### src/rtl/pdc_defs.vh
// Constants for the PIO data-out and DMA command engine
`ifndef PDC_DEFS_VH
`define PDC_DEFS_VH

// Register byte addresses
`define PDC_ADDR_CMD     8'h00
`define PDC_ADDR_COUNT   8'h04
`define PDC_ADDR_CTRL    8'h08
`define PDC_ADDR_STATUS  8'h0c
`define PDC_ADDR_ALTSTAT 8'h10
`define PDC_ADDR_DATA    8'h14
`define PDC_ADDR_ERROR   8'h18

// Command register fields
`define PDC_CMD_DMA      0
`define PDC_CMD_DIR      1

// Count register fields
`define PDC_CNT_WORDS    15:0
`define PDC_CNT_BLOCKS   31:16

// Control register fields
`define PDC_CTRL_NIEN    0
`define PDC_CTRL_ABORT   1

// Status register bit positions
`define PDC_ST_ERR       0
`define PDC_ST_PEND      1
`define PDC_ST_DMARQ     2
`define PDC_ST_DRQ       3
`define PDC_ST_BSY       7

// Reset values
`define PDC_RST_COUNT    32'h0001_0001
`define PDC_RST_NIEN     1'b0

// Error code reported for a software abort
`define PDC_SW_ABORT_CODE 8'hff

// Timing: latest BSY set after command write, 8 ns clock
`define PDC_BSY_MAX_NS   400
`define PDC_CLK_NS       8
`define PDC_BSY_MAX_CYC  (`PDC_BSY_MAX_NS / `PDC_CLK_NS)

`endif

### src/rtl/pdc_engine.v
// Device command engine for PIO data-out and DMA command classes
//
// Summary of operation
// - Prepare: BSY set, DRQ clear, INTRQ negated
// - First block: transfer directly, no interrupt
// - Later block: set pending, nIEN picks state
// - Ready-interrupt state: BSY0, DRQ1, INTRQ asserted
// - Status read there clears pending, to transfer
// - Transfer: BSY0, DRQ1, no INTRQ, accept words
// - Completion/abort: pending, errors, clear BSY, idle
// - DMA command sets pending exactly once; INTRQ only with nIEN clear
// - DMA prepare: BSY set, DRQ clear, INTRQ off
// - DMA prepare abort: errors, pending, idle
// - DMA transfer: INTRQ off, BSY/DRQ valid pair
// - Early burst end returns to prepare
// - DMA done or abort: errors, pending, idle
//
// Local design decisions: the register addresses and the APB slave port.
`timescale 1ns/1ps
`include "pdc_defs.vh"
module pdc_engine (
    input  wire        core_clk,
    input  wire        rst,
    input  wire        psel,
    input  wire        penable,
    input  wire        pwrite,
    input  wire [7:0]  paddr,
    input  wire [31:0] pwdata,
    output reg  [31:0] prdata,
    output wire        pready,
    output wire        pslverr,
    input  wire        blk_ready,
    input  wire        dev_abort,
    input  wire [7:0]  dev_err_code,
    input  wire        dma_word,
    input  wire        dma_stop,
    output reg  [15:0] wr_data,
    output reg         wr_valid,
    output reg         dma_dir_in,
    output wire        dmarq,
    output wire        intrq,
    output wire        busy
);
    localparam [2:0] ST_IDLE     = 3'h0;
    localparam [2:0] ST_PIO_PREP = 3'h1;
    localparam [2:0] ST_PIO_XFER = 3'h2;
    localparam [2:0] ST_PIO_RDYI = 3'h3;
    localparam [2:0] ST_DMA_PREP = 3'h4;
    localparam [2:0] ST_DMA_XFER = 3'h5;

    reg  [2:0]  state;
    reg  [2:0]  next_state;
    reg  [31:0] count_cfg;
    reg         nien;
    reg         int_pend;
    reg         err_flag;
    reg  [7:0]  err_code;
    reg         first_blk;
    reg         sw_abort;

    wire        acc      = psel & penable;
    wire        wr_acc   = acc & pwrite;
    wire        rd_acc   = acc & ~pwrite;
    wire        sel_cmd  = (paddr == `PDC_ADDR_CMD);
    wire        sel_cnt  = (paddr == `PDC_ADDR_COUNT);
    wire        sel_ctrl = (paddr == `PDC_ADDR_CTRL);
    wire        sel_st   = (paddr == `PDC_ADDR_STATUS);
    wire        sel_alt  = (paddr == `PDC_ADDR_ALTSTAT);
    wire        sel_data = (paddr == `PDC_ADDR_DATA);
    wire        sel_err  = (paddr == `PDC_ADDR_ERROR);
    wire        mapped   = sel_cmd | sel_cnt | sel_ctrl | sel_st |
                           sel_alt | sel_data | sel_err;
    wire        idle     = (state == ST_IDLE);
    wire        bad_cmd  = sel_cmd & (!idle | (count_cfg[`PDC_CNT_WORDS] == 16'h0000));
    wire        cmd_go   = wr_acc & sel_cmd & !bad_cmd;
    wire        is_dma   = pwdata[`PDC_CMD_DMA];
    wire        st_read  = rd_acc & sel_st;
    wire        data_wr  = wr_acc & sel_data & (state == ST_PIO_XFER);
    wire        abort    = dev_abort | sw_abort;

    assign pready  = 1'b1;
    assign pslverr = acc & (!mapped | (pwrite & bad_cmd));

    // Word and block counters
    wire [15:0] words_left;
    wire [15:0] blocks_left;
    wire        word_last;
    wire        block_last;
    wire        blocks_zero;
    wire        dma_move = dma_word & (state == ST_DMA_XFER);
    wire        word_step = data_wr | dma_move;
    wire        blk_end  = word_step & word_last;
    reg         word_load;

    always @* begin
        word_load = cmd_go | blk_end;
    end

    pdc_count u_words (
        .core_clk (core_clk),
        .rst      (rst),
        .load     (word_load),
        .load_val (count_cfg[`PDC_CNT_WORDS]),
        .dec      (word_step),
        .count    (words_left),
        .is_last  (word_last),
        .is_zero  ()
    );

    pdc_count u_blocks (
        .core_clk (core_clk),
        .rst      (rst),
        .load     (cmd_go),
        .load_val (count_cfg[`PDC_CNT_BLOCKS]),
        .dec      (blk_end),
        .count    (blocks_left),
        .is_last  (block_last),
        .is_zero  (blocks_zero)
    );

    wire        dma_done = blk_end & block_last & (state == ST_DMA_XFER);

    // Next state
    always @* begin
        next_state = state;
        case (state)
            ST_IDLE: begin
                if (cmd_go) begin
                    next_state = is_dma ? ST_DMA_PREP : ST_PIO_PREP;
                end
            end
            ST_PIO_PREP: begin
                if (abort || blocks_zero) begin
                    next_state = ST_IDLE;
                end else if (blk_ready) begin
                    if (first_blk || nien) begin
                        next_state = ST_PIO_XFER;
                    end else begin
                        next_state = ST_PIO_RDYI;
                    end
                end
            end
            ST_PIO_RDYI: begin
                if (st_read) begin
                    next_state = ST_PIO_XFER;
                end
            end
            ST_PIO_XFER: begin
                if (blk_end) begin
                    next_state = ST_PIO_PREP;
                end
            end
            ST_DMA_PREP: begin
                if (abort || blocks_zero) begin
                    next_state = ST_IDLE;
                end else if (blk_ready) begin
                    next_state = ST_DMA_XFER;
                end
            end
            ST_DMA_XFER: begin
                if (abort || dma_done) begin
                    next_state = ST_IDLE;
                end else if (dma_stop) begin
                    next_state = ST_DMA_PREP;
                end
            end
            default: begin
                next_state = ST_IDLE;
            end
        endcase
    end

    // Interrupt pending set conditions
    wire pio_more = (state == ST_PIO_PREP) & !abort & !blocks_zero &
                    blk_ready & !first_blk;
    wire pio_end  = (state == ST_PIO_PREP) & (abort | blocks_zero);
    wire dma_end  = ((state == ST_DMA_PREP) & (abort | blocks_zero)) |
                    ((state == ST_DMA_XFER) & (abort | dma_done));
    wire pend_set = pio_more | pio_end | dma_end;
    wire end_err  = (pio_end | dma_end) & abort;

    always @(posedge core_clk or posedge rst) begin
        if (rst) begin
            state     <= ST_IDLE;
            count_cfg <= `PDC_RST_COUNT;
            nien      <= `PDC_RST_NIEN;
            sw_abort  <= 1'b0;
            int_pend  <= 1'b0;
            err_flag  <= 1'b0;
            err_code  <= 8'h00;
            first_blk <= 1'b0;
            dma_dir_in <= 1'b0;
            wr_data   <= 16'h0000;
            wr_valid  <= 1'b0;
        end else begin
            state <= next_state;
            if (wr_acc && sel_cnt && idle) begin
                count_cfg <= pwdata;
            end
            if (wr_acc && sel_ctrl) begin
                nien <= pwdata[`PDC_CTRL_NIEN];
            end
            // Abort request set only while a command runs; a set wins over the clear on return to idle
            if (wr_acc && sel_ctrl && pwdata[`PDC_CTRL_ABORT] && !idle) begin
                sw_abort <= 1'b1;
            end else if (cmd_go || (next_state == ST_IDLE)) begin
                sw_abort <= 1'b0;
            end
            // Set wins over the clear by a status read
            if (cmd_go) begin
                int_pend <= 1'b0;
            end else if (pend_set) begin
                int_pend <= 1'b1;
            end else if (st_read) begin
                int_pend <= 1'b0;
            end
            if (cmd_go) begin
                err_flag <= 1'b0;
                err_code <= 8'h00;
                first_blk <= 1'b1;
                dma_dir_in <= pwdata[`PDC_CMD_DIR];
            end else begin
                if (end_err) begin
                    err_flag <= 1'b1;
                    err_code <= dev_abort ? dev_err_code : `PDC_SW_ABORT_CODE;
                end
                if (state == ST_PIO_XFER) begin
                    first_blk <= 1'b0;
                end
            end
            wr_valid <= data_wr;
            if (data_wr) begin
                wr_data <= pwdata[15:0];
            end
        end
    end

    // Pin and status views
    wire xfer_st = (state == ST_PIO_XFER) | (state == ST_PIO_RDYI) |
                   (state == ST_DMA_XFER);
    assign busy  = !idle & !xfer_st;
    assign dmarq = (state == ST_DMA_XFER) & !abort & !dma_stop;
    assign intrq = int_pend & !nien &
                   (idle | (state == ST_PIO_RDYI));

    wire [31:0] status_word = (32'h0000_0000 |
                               ({31'h0, busy}     << `PDC_ST_BSY) |
                               ({31'h0, xfer_st}  << `PDC_ST_DRQ) |
                               ({31'h0, dmarq}    << `PDC_ST_DMARQ) |
                               ({31'h0, int_pend} << `PDC_ST_PEND) |
                               ({31'h0, err_flag} << `PDC_ST_ERR));

    // Read data captured in the setup cycle
    reg [31:0] next_prdata;
    always @* begin
        next_prdata = 32'h0000_0000;
        if (sel_cnt) begin
            next_prdata = count_cfg;
        end else if (sel_ctrl) begin
            next_prdata = {30'h0, sw_abort, nien};
        end else if (sel_st || sel_alt) begin
            next_prdata = status_word;
        end else if (sel_err) begin
            next_prdata = {24'h0, err_code};
        end else if (sel_cmd) begin
            next_prdata = {16'h0, blocks_left};
        end else if (sel_data) begin
            next_prdata = {16'h0, words_left};
        end
    end

    always @(posedge core_clk or posedge rst) begin
        if (rst) begin
            prdata <= 32'h0000_0000;
        end else if (psel && !penable && !pwrite) begin
            prdata <= next_prdata;
        end
    end
endmodule

### src/rtl/pdc_count.v
// Loadable down counter for words and blocks
`timescale 1ns/1ps
module pdc_count (
    input  wire        core_clk,
    input  wire        rst,
    input  wire        load,
    input  wire [15:0] load_val,
    input  wire        dec,
    output reg  [15:0] count,
    output wire        is_last,
    output wire        is_zero
);
    assign is_last = (count == 16'h0001);
    assign is_zero = (count == 16'h0000);

    always @(posedge core_clk or posedge rst) begin
        if (rst) begin
            count <= 16'h0000;
        end else if (load) begin
            count <= load_val;
        end else if (dec && !is_zero) begin
            count <= count - 16'h0001;
        end
    end
endmodule

### config.mk
export PLATFORM = sky130hd
export DESIGN_NAME = pdc_engine
export DESIGN_NICKNAME = d
export VERILOG_FILES = /design/src/rtl/pdc_engine.v /design/src/rtl/pdc_count.v
export VERILOG_INCLUDE_DIRS = /design/src /design/src/rtl
export SDC_FILE = /design/constraint.sdc
export NUM_CORES = 1
export LEC_CHECK = 0
export ABC_AREA = 1
export BUFFER_PORTS_ARGS = -buffer_cell sky130_fd_sc_hd__buf_2
export CORE_MARGIN = 5
export CORE_UTILIZATION = 35
export DETAILED_ROUTE_END_ITERATION = 12
export PLACE_DENSITY = 0.52
export SLEW_MARGIN = 20
export SYNTH_ARGS = -nofsm -noshare
export SYNTH_HDL_FRONTEND = slang
export SYNTH_SLANG_ARGS = --single-unit
### constraint.sdc
create_clock -name core_clk -period 4.5 [get_ports core_clk]
set_clock_uncertainty 0.1 [all_clocks]
set_input_delay 0.225 -clock core_clk [delete_from_list [all_inputs] [get_ports core_clk]]
set_output_delay 0.225 -clock core_clk [all_outputs]
set_load 0.05 [all_outputs]
==> metrics.csv <==
metric,value,unit
status,finished clean,
p_seq_frac,0.432,
synthFlopType,dfrtp_1,
worstSetupPathType,reg -> reg,
power_frac_clock,0.505,
place_area,0.007695,sq mm
fmax,396.5,MHz
power.total,2.759,mW
max_slew_margin,0.4314,
drtPass1Iterations,4,
wirelength,19840,um
netlist_instances,824,
yosysTopAreaCell,dfrtp_1,
cts_buffers,17,
p_leak,4.341,nW
netlist-cell-type-count,51,
syn_to_final_growth,26.92,%
clk_pin_slew,0.06,ns
ys_ff_latch,130,
ios,112,
postLayoutCoreUtil,0.4482,
yosys_warnings,0,
drive_gt1_frac,0.2170,
netlist_top_cells_area,"dfrtp_1 47%, nand2_1 11%, o21ai_0 4.6%",
grt_first_pass_wirelength,32440,um
drv_cap,0,
drt_iter0_markers,505,
ir_worst_vdd,0.0002650,V
cp-end-kind,flop,
synth_edf_count,0,
synth.cell_area,0.006850,sq mm
fin_crit_sh,0.5605,
antenna_found_initial,0,
rsz0062_at_grt,false,
detail_route.wl_per_cell,15.79,um
async_reset_ff_frac,1.000,
cts_tree,yes,
ctsLongestPathBuffers,2,
crit_path_max_fanout,22,
vias,6061,
worstPathRequired,4.75,ns
setup_viol,0,
grt_max_degree,131,
slew_violations,0,
dp.final_hpwl,14430,um
gp_congestion,0.8980,
antennaDiodeCount,0,
cp-start-kind,flop,
holdWs,0.05300,ns
fin_setup_tns,0,ns
pwr-share-comb,0.063,
coreArea,0.01940,sq mm
drc,0,
clock_sinks,130,
clockRootBuffer,clkbuf_16,
cts_setup_buffers,0,
fin_nets,1041,
syn_area_per_cell,8.313,sq um
hold_viol,0,
via_per_inst,4.826,
hold_class,in -> reg,
start_util,0.3531,
grt-ovfl-total,0,
switching_power,0.6266,mW
grt_pass1_vias,6101,
synth_top_area_frac,0.4676,
reg2reg_slack,1.98,ns
p_int,2.133,mW
dieHeight,149.9,um
tightest_slew,0.8459,ns
yosysMostFrequentCell,nand2_1,
clkLatencyLatePin,0.42,ns
portBuffers,110,
cts_resized,0,
cp.arrival,2.77,ns
htree_num_levels,4,
synth-seq-area-share,0.4753,
synth_common_cells,"205 x nand2_1, 128 x dfrtp_1, 84 x nor2_1",
ant_nets,0,
die_area,0.02247,sq mm
grtUsageTotal,0.1854,
dieWidth,149.9,um
syn_nets,887,
power_density,317.4,mW/mm^2
cts_hold_buf,41,
fin_area,0.008695,sq mm
switching_share,0.2271,
period_needed,2.522,ns
rows,51,
-- worst paths after layout --
check                           depth (start not counted)          start                 to
worst max-delay path                                   10  count_cfg[12]   u_words.count[7]
worst max register to register                         10  count_cfg[12]   u_words.count[7]
worst min register to register                          2     prdata[16]         prdata[16]
worst min-delay path                                    4       dma_stop           state[0]
min in group asynchronous                               4            rst           wr_valid
max in group asynchronous                               4            rst  u_blocks.count[5]
-- per-layer routing --
metal / routed length [um] / global-route usage / vias up
met2: 9220 / 0.2980 / 145
met4: 385 / 0.05947 / 0
met3: 801 / 0.03362 / 28
met1: 9430 / 0.2539 / 2864
li1: - / - / 3024
met5: 0 / 0 / -
-- power by group through the flow --
stage               logic (mW)  clock network (mW)  registers, mW
floorplan               0.0628                   0           1.24
global placement         0.149                   0           1.21
detailed placement       0.150                   0           1.21
CTS                      0.177                1.43           1.19
global route             0.191                1.47           1.19
finish                   0.173                1.39           1.19
-- registers in the layout, summed over array words and instances (netlist names) --
register and flops:
wr_data 16, prdata 32, dma_dir_in 1, wr_valid 1, u_words.count 16, first_blk 1
u_blocks.count 16, sw_abort 1, err_flag 1, nien 1, err_code 8, int_pend 1
count_cfg 32, state 3
-- placed cells by master, fill, tap and decap left out, types with 3 or more instances in the layout --
master / synthesis / layout
nand2_1: 205 / 205
dfrtp_1: 128 / 128
buf_2: 9 / 110
nor2_1: 84 / 84
inv_1: 82 / 81
o21ai_0: 63 / 63
dlygate4sd3_1: 0 / 41
nand3_1: 33 / 33
a21oi_1: 24 / 24
o21ai_1: 19 / 19
clkbuf_16: 0 / 17
mux2_2: 16 / 16
xor2_1: 15 / 15
o211ai_1: 14 / 14
nor2_2: 10 / 10
nand4_1: 9 / 9
inv_2: 8 / 8
a22oi_1: 8 / 8
nor3_1: 7 / 7
a221oi_1: 6 / 6
o31ai_1: 6 / 6
ha_1: 6 / 6
nand2_2: 5 / 5
clkbuf_1: 12 / 5
buf_4: 1 / 5
nand3_2: 4 / 4
o2111ai_1: 4 / 4
nand2_4: 4 / 4
o22ai_1: 4 / 4
xnor2_1: 4 / 4
nor2_8: 3 / 3
a2bb2oi_1: 3 / 3
clkinv_2: 1 / 3
inv_4: 2 / 3
bufinv_16: 0 / 3
clkinvlp_4: 0 / 3
-- worst max-delay path: stages, from the launching register on --
cell and delay [ns]:
dfrtp_1 0.45, nor2_1 0.13, nand2_1 0.05, nor2_1 0.19, nand2_1 0.25, nand3_1 0.15
buf_4 0.27, nand2_1 0.37, inv_2 0.29, o211ai_1 0.12, nand2_1 0.08
-- cells by family after synthesis --
family | Yosys count | synth area share
compound gates | 161 | 0.1450
buf+inv | 116 | 0.06667
fa+ha+maj | 6 | 0.01096
flops | 130 | 0.4753
simple gates | 375 | 0.2510
xor+xnor | 19 | 0.02429
other cells | 1 | 0.0005474
mux | 16 | 0.02630
-- stage by stage --
stage | setup slack [ns] | std cells
2_1_floorplan | 0.7090 | 824
3_3_place_gp | 2.047 | 1183
3_5_place_dp | 2.029 | 1183
4_1_cts | 1.984 | 1256
5_1_grt | 1.727 | 1256
6_report | 1.978 | 1256
-- cell type report --
| cell class | count | area, sq um |
|---|---|---|
| clock inverter | 9 | 131.4 |
| sequential | 130 | 3256 |
| inverter | 94 | 361.6 |
| tap | 265 | 331.6 |
| multi-input combinational | 578 | 3138 |
| timing repair buffer | 157 | 1018 |
| fill | 1980 | 10700 |
| clock buffer | 23 | 457.9 |
No activity file was read; power rests on OpenSTA's default activity.
